--- src/logic/rsw_pkg.sv ---
// constants for the reset source and watchdog controller
// assumes one 20 MHz core clock and an 8-bit register port
// Summary of operation
// - pin low resets; hold 12 clocks after
// - pin reset sets cause bit 0
// - write bit4 one forces internal reset
// - clock silent over 100us causes reset
// - clock-loss reset sets cause bit 2
// - comparator low resets when bit5 enabled
// - convert-start low resets when bit6 enabled
// - 21-bit watchdog overflow forces reset
// - after reset watchdog runs, interval 111
// - code a5 enables and restarts watchdog
// - de then ad within 4 disables
// - code ff locks out disable until reset
// - timeout is four to (3+interval) clocks
// - interval written only when bit7 zero
// - control read bit4 shows watchdog active
// - watchdog reset sets cause bit 3
// - write bit1 forces power-on, drives pin
// - power-on sets bit1; others clear it
// - clock-loss detect only with osc bit7
package rsw_pkg;
   localparam logic [7:0] CAUSE_ADDR = 8'hef;
   localparam logic [7:0] WDOG_ADDR = 8'hff;
   localparam logic [7:0] OSC_ADDR = 8'hb2;
   localparam int PIN_BIT = 0;
   localparam int POR_BIT = 1;
   localparam int MCD_BIT = 2;
   localparam int WDT_BIT = 3;
   localparam int SW_BIT = 4;
   localparam int CMP_BIT = 5;
   localparam int CNV_BIT = 6;
   localparam int MCD_EN_BIT = 7;
   localparam int WD_STAT_BIT = 4;
   localparam int WD_IVW_BIT = 7;
   localparam logic [6:0] CAUSE_RST = 7'h02;
   localparam logic [2:0] IVAL_RST = 3'h7;
   localparam logic [7:0] WD_KICK = 8'ha5;
   localparam logic [7:0] WD_DIS1 = 8'hde;
   localparam logic [7:0] WD_DIS2 = 8'had;
   localparam logic [7:0] WD_LOCK = 8'hff;
   localparam logic [2:0] WD_DIS_GAP = 3'h4;
   localparam int WD_WIDTH = 21;
   localparam int CLK_PERIOD_NS = 50;
   localparam int MCD_TIMEOUT_NS = 100000;
   localparam int MCD_CYCLES = (MCD_TIMEOUT_NS + CLK_PERIOD_NS - 1) / CLK_PERIOD_NS;
   localparam logic [3:0] RST_EXT_CYCLES = 4'hc;
   localparam logic [3:0] SYNC_RST = 4'he;
endpackage : rsw_pkg

--- src/logic/rsw_wdt_if.sv ---
// watchdog carrier between controller and timer
// assumes both ends run on core_clk
`timescale 1ns/1ns
interface rsw_wdt_if;
   logic sys_rst; // system reset level
   logic wr; // write pulse to control
   logic [7:0] wdata; // write data
   logic active; // watchdog running
   logic [2:0] interval; // programmed interval
   logic ovf; // overflow pulse
   modport ctrl (output sys_rst, output wr, output wdata, input active, input interval, input ovf);
   modport wdt (input sys_rst, input wr, input wdata, output active, output interval, output ovf);
endinterface : rsw_wdt_if

--- src/logic/rsw_mcd.sv ---
// clock-loss one-shot, retriggered by a toggling alive input
// assumes alive is already synchronised to core_clk
`timescale 1ns/1ns
module rsw_mcd #(
   parameter int CYCLES = rsw_pkg::MCD_CYCLES
) (
   // clock and reset
   input wire logic core_clk,
   input wire logic rst,
   // control and status
   input wire logic en,
   input wire logic alive,
   output logic timeout
);
   logic alive_d_ff; // previous alive level
   logic [12:0] cnt_ff; // cycles since last edge
   logic timeout_ff;
   assign timeout = timeout_ff;
   // count silence; fire once past the limit
   always_ff @(posedge core_clk or posedge rst) begin
      if (rst) begin
         alive_d_ff <= 1'b0;
         cnt_ff <= 13'h0;
         timeout_ff <= 1'b0;
      end else begin
         alive_d_ff <= alive;
         timeout_ff <= 1'b0;
         if (!en || alive != alive_d_ff) begin
            cnt_ff <= 13'h0; // retrigger
         end else if (cnt_ff == 13'(CYCLES)) begin
            timeout_ff <= 1'b1; // strictly more than limit
            cnt_ff <= 13'h0;
         end else begin
            cnt_ff <= cnt_ff + 13'h1;
         end
      end
   end
endmodule : rsw_mcd

--- src/logic/rsw_wdt.sv ---
// watchdog timer with kick, two-step disable and lockout
// assumes writes arrive only outside system reset
`timescale 1ns/1ns
module rsw_wdt #(
   parameter int WIDTH = rsw_pkg::WD_WIDTH
) (
   // clock and reset
   input wire logic core_clk,
   input wire logic rst,
   // controller side
   rsw_wdt_if.wdt wd
);
   logic active_ff, lock_ff, ovf_ff;
   logic [2:0] ival_ff, gap_ff;
   logic [WIDTH-1:0] cnt_ff, limit;
   logic is_kick, is_dis;
   // limit is 4^(3+n) = 2^(6+2n)
   assign limit = WIDTH'(1) << (5'd6 + {1'b0, ival_ff, 1'b0});
   assign is_kick = wd.wr && wd.wdata == rsw_pkg::WD_KICK;
   assign is_dis = wd.wr && wd.wdata == rsw_pkg::WD_DIS2 && gap_ff != 3'h0 && !lock_ff;
   assign wd.active = active_ff;
   assign wd.interval = ival_ff;
   assign wd.ovf = ovf_ff;
   // enable, disable and lockout
   always_ff @(posedge core_clk or posedge rst) begin
      if (rst) begin
         active_ff <= 1'b1;
         lock_ff <= 1'b0;
         ival_ff <= rsw_pkg::IVAL_RST;
      end else if (wd.sys_rst) begin
         active_ff <= 1'b1;
         lock_ff <= 1'b0;
         ival_ff <= rsw_pkg::IVAL_RST;
      end else begin
         if (is_kick) active_ff <= 1'b1;
         else if (is_dis) active_ff <= 1'b0;
         if (wd.wr && wd.wdata == rsw_pkg::WD_LOCK) lock_ff <= 1'b1;
         if (wd.wr && !wd.wdata[rsw_pkg::WD_IVW_BIT]) ival_ff <= wd.wdata[2:0];
      end
   end
   // age of the first disable code, 1..4 accepts the second
   always_ff @(posedge core_clk or posedge rst) begin
      if (rst) gap_ff <= 3'h0;
      else if (wd.wr && wd.wdata == rsw_pkg::WD_DIS1) gap_ff <= 3'h1;
      else if (wd.wr || wd.sys_rst || gap_ff == rsw_pkg::WD_DIS_GAP) gap_ff <= 3'h0;
      else if (gap_ff != 3'h0) gap_ff <= gap_ff + 3'h1;
   end
   // counter; lockout write neither starts nor restarts it
   always_ff @(posedge core_clk or posedge rst) begin
      if (rst) begin
         cnt_ff <= '0;
         ovf_ff <= 1'b0;
      end else begin
         ovf_ff <= 1'b0;
         if (wd.sys_rst || is_kick || !active_ff) cnt_ff <= '0;
         else if (cnt_ff == limit - WIDTH'(1)) begin
            ovf_ff <= 1'b1;
            cnt_ff <= '0;
         end else cnt_ff <= cnt_ff + WIDTH'(1);
      end
   end
endmodule : rsw_wdt

--- src/logic/rsw_ctrl.sv ---
// reset source collector: pin, software, clock loss, comparator,
// convert-start and watchdog combine into one system reset
// assumes rst is the power-on reset and pins are asynchronous
//
// Decided for this implementation: the strobed register port.
`timescale 1ns/1ns
module rsw_ctrl (
   // clock and power-on reset
   input wire logic core_clk,
   input wire logic rst,
   // register port
   input wire logic [7:0] reg_addr,
   input wire logic [7:0] reg_wdata,
   input wire logic reg_wr,
   input wire logic reg_rd,
   output logic [7:0] reg_rdata,
   // bidirectional reset pin, active low
   input wire logic rst_pin_n_i,
   output logic rst_pin_n_o,
   output logic rst_pin_n_oe,
   // reset source inputs
   input wire logic cmp_out,
   input wire logic conv_start_n,
   input wire logic clk_alive,
   // system reset to the rest of the chip
   output logic sys_rst
);
   // reset sequence states
   typedef enum logic [1:0] {
      ST_RUN,
      ST_HOLD,
      ST_EXTEND
   } rsw_state_t;

   rsw_state_t state_ff, nxt_state;
   logic [3:0] sync1_ff; // first stage, read only by stage two
   logic [3:0] sync2_ff; // {alive, cnv_n, cmp, pin_n}
   logic [6:0] cause_ff, nxt_cause; // one-hot, bit = register bit
   logic [3:0] ext_ff; // extension countdown
   logic sys_rst_ff;
   logic por_drive_ff; // drives the pin low
   logic cmp_en_ff, cnv_en_ff; // write-only enables
   logic mcd_en_ff; // clock-loss detect enable
   logic [7:0] rdata_ff;
   logic wr_ok, cause_wr, wdog_wr, osc_wr;
   logic pin_low, cmp_hi, cnv_low, alive_s;
   logic sw_req, por_req, cmp_req, cnv_req;
   logic mcd_to, hold_req, any_req;

   rsw_wdt_if wd ();

   // pin inputs cross two flops before use
   always_ff @(posedge core_clk or posedge rst) begin
      if (rst) begin
         sync1_ff <= rsw_pkg::SYNC_RST;
         sync2_ff <= rsw_pkg::SYNC_RST;
      end else begin
         sync1_ff <= {clk_alive, conv_start_n, cmp_out, rst_pin_n_i};
         sync2_ff <= sync1_ff;
      end
   end

   assign cmp_hi = sync2_ff[1]; // high while plus above minus
   assign cnv_low = !sync2_ff[2];
   assign alive_s = sync2_ff[3];
   // our own drive pulls the pin low, so ignore it then; the echo of that
   // drive through the synchroniser only stretches the hold a little, and a
   // real external low must still be heard after a power-on cause
   assign pin_low = !sync2_ff[0] && !por_drive_ff;

   // register decode; the cpu is held while in reset
   assign wr_ok = reg_wr && state_ff == ST_RUN;
   assign cause_wr = wr_ok && reg_addr == rsw_pkg::CAUSE_ADDR;
   assign wdog_wr = wr_ok && reg_addr == rsw_pkg::WDOG_ADDR;
   assign osc_wr = wr_ok && reg_addr == rsw_pkg::OSC_ADDR;

   // writing zero to the force bits does nothing
   assign sw_req = cause_wr && reg_wdata[rsw_pkg::SW_BIT];
   assign por_req = cause_wr && reg_wdata[rsw_pkg::POR_BIT];
   // level sources, active low
   assign cmp_req = cmp_en_ff && !cmp_hi;
   assign cnv_req = cnv_en_ff && cnv_low;

   // clock-loss one-shot
   rsw_mcd u_mcd (
      .core_clk(core_clk),
      .rst(rst),
      .en(mcd_en_ff),
      .alive(alive_s),
      .timeout(mcd_to)
   );

   // watchdog timer
   rsw_wdt u_wdt (
      .core_clk(core_clk),
      .rst(rst),
      .wd(wd.wdt)
   );

   assign wd.sys_rst = sys_rst_ff;
   assign wd.wr = wdog_wr;
   assign wd.wdata = reg_wdata;

   // any request that starts a reset from run
   assign any_req = pin_low || sw_req || por_req || mcd_to || wd.ovf || cmp_req || cnv_req;

   // a level source that is the latched cause keeps the reset held while asserted, even
   // though its enable was cleared on entry
   always_comb begin
      hold_req = pin_low;
      if (cause_ff[rsw_pkg::CMP_BIT] && !cmp_hi) hold_req = 1'b1;
      if (cause_ff[rsw_pkg::CNV_BIT] && cnv_low) hold_req = 1'b1;
   end

   // pick one cause; pin first since it is the loudest
   always_comb begin
      nxt_cause = 7'h00;
      if (pin_low) nxt_cause[rsw_pkg::PIN_BIT] = 1'b1;
      else if (por_req) nxt_cause[rsw_pkg::POR_BIT] = 1'b1;
      else if (sw_req) nxt_cause[rsw_pkg::SW_BIT] = 1'b1;
      else if (mcd_to) nxt_cause[rsw_pkg::MCD_BIT] = 1'b1;
      else if (wd.ovf) nxt_cause[rsw_pkg::WDT_BIT] = 1'b1;
      else if (cmp_req) nxt_cause[rsw_pkg::CMP_BIT] = 1'b1;
      else nxt_cause[rsw_pkg::CNV_BIT] = 1'b1;
   end

   // reset sequence
   always_comb begin
      nxt_state = state_ff;
      unique case (state_ff)
         ST_RUN: begin
            if (any_req) nxt_state = ST_HOLD;
         end
         ST_HOLD: begin
            if (!hold_req) nxt_state = ST_EXTEND;
         end
         ST_EXTEND: begin
            // a new low on the pin restarts the hold
            if (hold_req) nxt_state = ST_HOLD;
            else if (ext_ff == 4'h1) nxt_state = ST_RUN;
         end
      endcase
   end

   // state and system reset flop
   always_ff @(posedge core_clk or posedge rst) begin
      if (rst) begin
         state_ff <= ST_HOLD;
         sys_rst_ff <= 1'b1;
      end else begin
         state_ff <= nxt_state;
         sys_rst_ff <= nxt_state != ST_RUN;
      end
   end

   // extension counter, twelve clocks after the last request
   always_ff @(posedge core_clk or posedge rst) begin
      if (rst) ext_ff <= rsw_pkg::RST_EXT_CYCLES;
      else if (nxt_state != ST_EXTEND) ext_ff <= rsw_pkg::RST_EXT_CYCLES;
      else if (state_ff == ST_EXTEND) ext_ff <= ext_ff - 4'h1;
   end

   // cause latched at entry only, so it survives release
   always_ff @(posedge core_clk or posedge rst) begin
      if (rst) cause_ff <= rsw_pkg::CAUSE_RST;
      else if (state_ff == ST_RUN && any_req) cause_ff <= nxt_cause;
   end

   // pin drive for a forced power-on reset; released when
   // the extension starts so the pin can settle before run
   always_ff @(posedge core_clk or posedge rst) begin
      if (rst) por_drive_ff <= 1'b1;
      else if (state_ff == ST_RUN && any_req && !pin_low && por_req) por_drive_ff <= 1'b1;
      else if (nxt_state == ST_EXTEND) por_drive_ff <= 1'b0;
   end

   assign rst_pin_n_o = 1'b0; // open drain, low only
   assign rst_pin_n_oe = por_drive_ff; // other sources leave the pin alone
   assign sys_rst = sys_rst_ff;

   // source enables, kept apart from the cause flags
   always_ff @(posedge core_clk or posedge rst) begin
      if (rst) begin
         cmp_en_ff <= 1'b0;
         cnv_en_ff <= 1'b0;
      end else if (sys_rst_ff) begin
         cmp_en_ff <= 1'b0;
         cnv_en_ff <= 1'b0;
      end else if (cause_wr) begin
         cmp_en_ff <= reg_wdata[rsw_pkg::CMP_BIT];
         cnv_en_ff <= reg_wdata[rsw_pkg::CNV_BIT];
      end
   end

   // clock-loss detect enable, off after every reset
   always_ff @(posedge core_clk or posedge rst) begin
      if (rst) mcd_en_ff <= 1'b0;
      else if (sys_rst_ff) mcd_en_ff <= 1'b0;
      else if (osc_wr) mcd_en_ff <= reg_wdata[rsw_pkg::MCD_EN_BIT];
   end

   // read data, one cycle after the strobe; unmapped reads zero
   always_ff @(posedge core_clk or posedge rst) begin
      if (rst) rdata_ff <= 8'h00;
      else if (reg_rd) begin
         unique case (reg_addr)
            rsw_pkg::CAUSE_ADDR: rdata_ff <= {1'b0, cause_ff};
            rsw_pkg::WDOG_ADDR: rdata_ff <= {3'h0, wd.active, 1'b0, wd.interval};
            rsw_pkg::OSC_ADDR: rdata_ff <= {mcd_en_ff, 7'h00};
            default: rdata_ff <= 8'h00;
         endcase
      end else rdata_ff <= 8'h00;
   end

   assign reg_rdata = rdata_ff;
endmodule : rsw_ctrl

--- config.mk ---
export PLATFORM = sky130hd
export DESIGN_NAME = rsw_ctrl
export DESIGN_NICKNAME = d
export VERILOG_FILES = /design/src/logic/rsw_pkg.sv /design/src/logic/rsw_wdt_if.sv /design/src/logic/rsw_mcd.sv /design/src/logic/rsw_wdt.sv /design/src/logic/rsw_ctrl.sv
export SDC_FILE = /design/constraint.sdc
export NUM_CORES = 1
export LEC_CHECK = 0
export BUFFER_PORTS_ARGS = -buffer_cell sky130_fd_sc_hd__buf_2
export CORE_UTILIZATION = 37
export CTS_BUF_LIST = sky130_fd_sc_hd__clkbuf_8
export DETAILED_ROUTE_END_ITERATION = 16
export MAX_ROUTING_LAYER = met4
export PLACE_DENSITY_LB_ADDON = 0.25
export SLEW_MARGIN = 20
export SYNTH_ARGS = -nofsm -noshare
export SYNTH_HDL_FRONTEND = slang
export SYNTH_SLANG_ARGS = --single-unit
--- constraint.sdc ---
create_clock -name core_clk -period 2.84 [get_ports core_clk]
set_clock_uncertainty 0.15 [all_clocks]
set_input_delay 0.284 -clock core_clk [delete_from_list [all_inputs] [get_ports core_clk]]
set_output_delay 0.284 -clock core_clk [all_outputs]
set_load 0.1 [all_outputs]
==> results by group <==
Finish
  • Fill cells: about 1.0k
  • # diodes: 0
  • P&R area growth vs syn: 13.3%
  • Fin util: 0.435
  • Share of layout cells above drive strength 1: 0.187
  • Post-layout net count: 474

Floorplanning
  • Core Box Area: approximately 10,000 um^2
  • Initial core utilization: 0.384
  • Top-Level Pins: 35
  • Die Wd: ~110 um
  • Die area: between 10,000 and 15,000 um^2
  • Placement Rows: 37
  • Die Y: about 110 um

Timing
  • Slew margin rel.: 0.601
  • Measured slew at the worst slew-check pin: 0.594 ns
  • # setup viols final: 0
  • Max-slew violations: 0
  • Post-route minimum period: ~2.4 ns
  • Setup_tns: 0 ns
  • Max Fclk: between 0.4 and 0.5 GHz
  • Fin crit share: 0.848
  • Hold Vio Cnt, Final: 0
  • RSZ-0062 raised after global routing: no

Worst setup path
  • Worst path required time: slightly below 3 ns
  • Crit path DAT: 2.55 ns
  • Critical path class: flop to flop
  • Worst Path Max Fanout: 11
  • R2R Setup Slk: roughly 0.43 ns
  • Type of origin of the critical path: flop
  • Endpoint type of the worst setup path: flop

Pwr
  • Pleak: 1.90 nW
  • PD cells: roughly 580 nW/um^2
  • VDD IR max: around 0.33 mV

Routing
  • Metal1 wirelength: 4100 um
  • Antenna Nets Post-Route: 0
  • Vias: ~3k
  • Met2 wire len: approximately 4000 um
  • Max Used Layer: met4
  • Number of DRC markers in iteration 0: roughly 110
  • Routed wire length on met3: 341 um
  • Overall routed net length: ~8600 um
  • DRC Markers: 0
  • DRT Pass-1 Iters: 5
  • Via-to-Cell Ratio: around 5.2
  • DR WL/cell: 14.8 um

Synthesis
  • Avg Cell Area, Syn: around 10 um^2
  • Sequential fraction of the synthesis area: 0.502
  • Cell variety after synth: 64
  • Yosys Warn Count: 0
  • Synthesized Nets: 430
  • Synthesized flop and latch total: just under 80
  • Cell Area, Synth: just under 4000 um^2
  • Main synth FF type: dfrtp_1
  • Cells after Synth: 396
  • Synth async-reset ratio: 1.00
  • Post-synth EDFFs: 0

Clocking
  • TritonCTS clock tree: done
  • CTS buffer count: 9
  • Reg clk slew, reported paths: roughly 0.08 ns
  • Longest Clk Path Bufs: 2
  • Htree depth: 3
  • Clock tree sinks: 79
  • Clock latency on the worst-skew pair: ~0.35 ns
  • CTS root buf: clkbuf_8
  • Post CTS Setup Buffer Count: 0

Worst hold path
  • HP Class: input port to flop

Global routing
  • Global-route wire length before repair: approximately 15,000 um
  • Number of global-route vias before repair: between 3k and 4k
  • Total Routing Usage GR: 0.173
  • Initial antenna violation count: 0
  • Largest net degree at the start of global routing: 33
  • GRT overflow: 0

Place
  • Dpl hpwl: between 6000 and 7000 um
  • Port bufs: 33
  • GPL Wtd Cong: about 0.84

Outcome
  • Status: complete, no violations

Flow run
  • Maxcap violations: 0
==> cell usage in the layout, fill, tap and decap left out, types with 3 or more instances in the layout <==
master         instances
dfrtp_1               63
nor2_1                55
buf_2                 33
nand2_1               31
nand3_1               27
inv_1                 22
xnor2_1               19
dfstp_2               16
xor2_1                14
nor3_1                13
ha_1                  10
clkbuf_8              10
a21oi_1                9
o21ai_0                8
nor2b_1                7
nand4_1                7
mux2i_1                7
dlygate4sd3_1          6
buf_4                  6
nor4_1                 5
a211o_1                4
and4_1                 4
clkinv_2               4
or2_2                  3
a32o_1                 3
nor4b_1                3
or3_1                  3
and3_1                 3
==> state kept, by name, summed over array words and instances, names as in the netlist, 2 cells and up <==
signal,cells
ext_ff,4
u_wdt.gap_ff,3
u_wdt.wd.interval,3
u_mcd.cnt_ff,13
state_ff,2
u_wdt.cnt_ff,21
cause_ff,7
sync1_ff,4
reg_rdata,8
sync2_ff,4
==> worst max-delay path, stage by stage (launching register included) <==
cell      delay (ns)
dfstp_2         0.59
inv_1           0.07
ha_1            0.33
nand3_1         0.18
nor3_2          0.06
a311oi_1        0.42
o21ai_2         0.21
buf_4           0.21
nor2_1          0.12
==> layer usage <==
layer | GRT usage | vias up
li1 | - | 1474
met1 | 0.225 | 1473
met2 | 0.267 | 73
met3 | 0.0383 | 9
met4 | 0.0575 | 0
met5 | - | -
==> per-stage QoR <==
| stage | cell area [um^2] | power, mW | setup slack (ns) | instances | hold WS, ns |
|---|---|---|---|---|---|
| floorplan | 3980 | 1.73 | 0.409 | 396 | 0.138 |
| global placement | 4280 | 1.87 | 0.556 | 559 | 0.183 |
| detailed placement | 4280 | 1.87 | 0.469 | 559 | 0.186 |
| CTS | 4510 | 2.63 | 0.448 | 581 | 0.0104 |
| global route | 4510 | 2.75 | 0.260 | 581 | 0.0181 |
| finish | 4510 | 2.61 | 0.430 | 581 | 0.0210 |
==> timing repair <==
item,4_1_cts,5_1_grt
hold buffers,6,0
gates resized for setup,0,0
endpoints found under the hold margin,35,0
==> synth_stat cells, types with 4 or more instances <==
master	n	area share
inv_1	21	0.020
ha_1	10	0.031
nand2_1	31	0.029
xor2_1	14	0.031
nor4_1	5	0.0079
nor3_1	13	0.016
nand3_1	27	0.034
a21oi_1	9	0.011
nor2_1	55	0.052
and4_1	4	0.0088
dfstp_2	16	0.11
mux2i_1	7	0.018
nand4_1	7	0.011
o21ai_0	8	0.010
nor2b_1	7	0.011
xnor2_1	19	0.042
a211o_1	4	0.0088
dfrtp_1	63	0.40
==> cells by family after synthesis <==
family,synth area share
DFF,0.502
and+or+nand+nor,0.233
muxes,0.0176
adders and majority gates,0.0315
buffers and inverters,0.0399
xor gates and xnor gates,0.0727
other,0.000943
AOI/OAI and AO/OA,0.102
==> worst paths after layout <==
check	startpoint	to	cells after the start
max	state_ff[0]$_DFF_PP1_	u_wdt.cnt_ff[17]$_DFF_PP0_	8
min	reg_rd	reg_rdata[7]$_DFF_PP0_	3
max reg2reg	state_ff[0]$_DFF_PP1_	u_wdt.cnt_ff[17]$_DFF_PP0_	8
min reg2reg	sync1_ff[0]$_DFF_PP0_	sync2_ff[0]$_DFF_PP0_	0
max in group asynchronous	rst	ext_ff[2]$_DFFE_PP1P_	4
min in group asynchronous	rst	u_wdt.cnt_ff[12]$_DFF_PP0_	3
==> layout make-up <==
type                            count  area, um^2  share of cell area
Inverter                           21        80.1              0.0178
Clock buffer                       10         138              0.0305
Sequential cell                    79        2000               0.443
Timing Repair Buffer               45         270              0.0600
Multi-Input combinational cell    284        1820               0.404
Clock inverter                      6        30.0             0.00666
Tap cell                          136         170              0.0378
==> where the power goes <==
| group | switching [mW] | internal (mW) | leakage [nW] |
|---|---|---|---|
| sequential | 0.0856 | 1.20 | 1.03 |
| combinational | 0.366 | 0.208 | 0.772 |
| clock | 0.413 | 0.331 | 0.0944 |
Note: power is estimated with default switching activity, not from simulation.
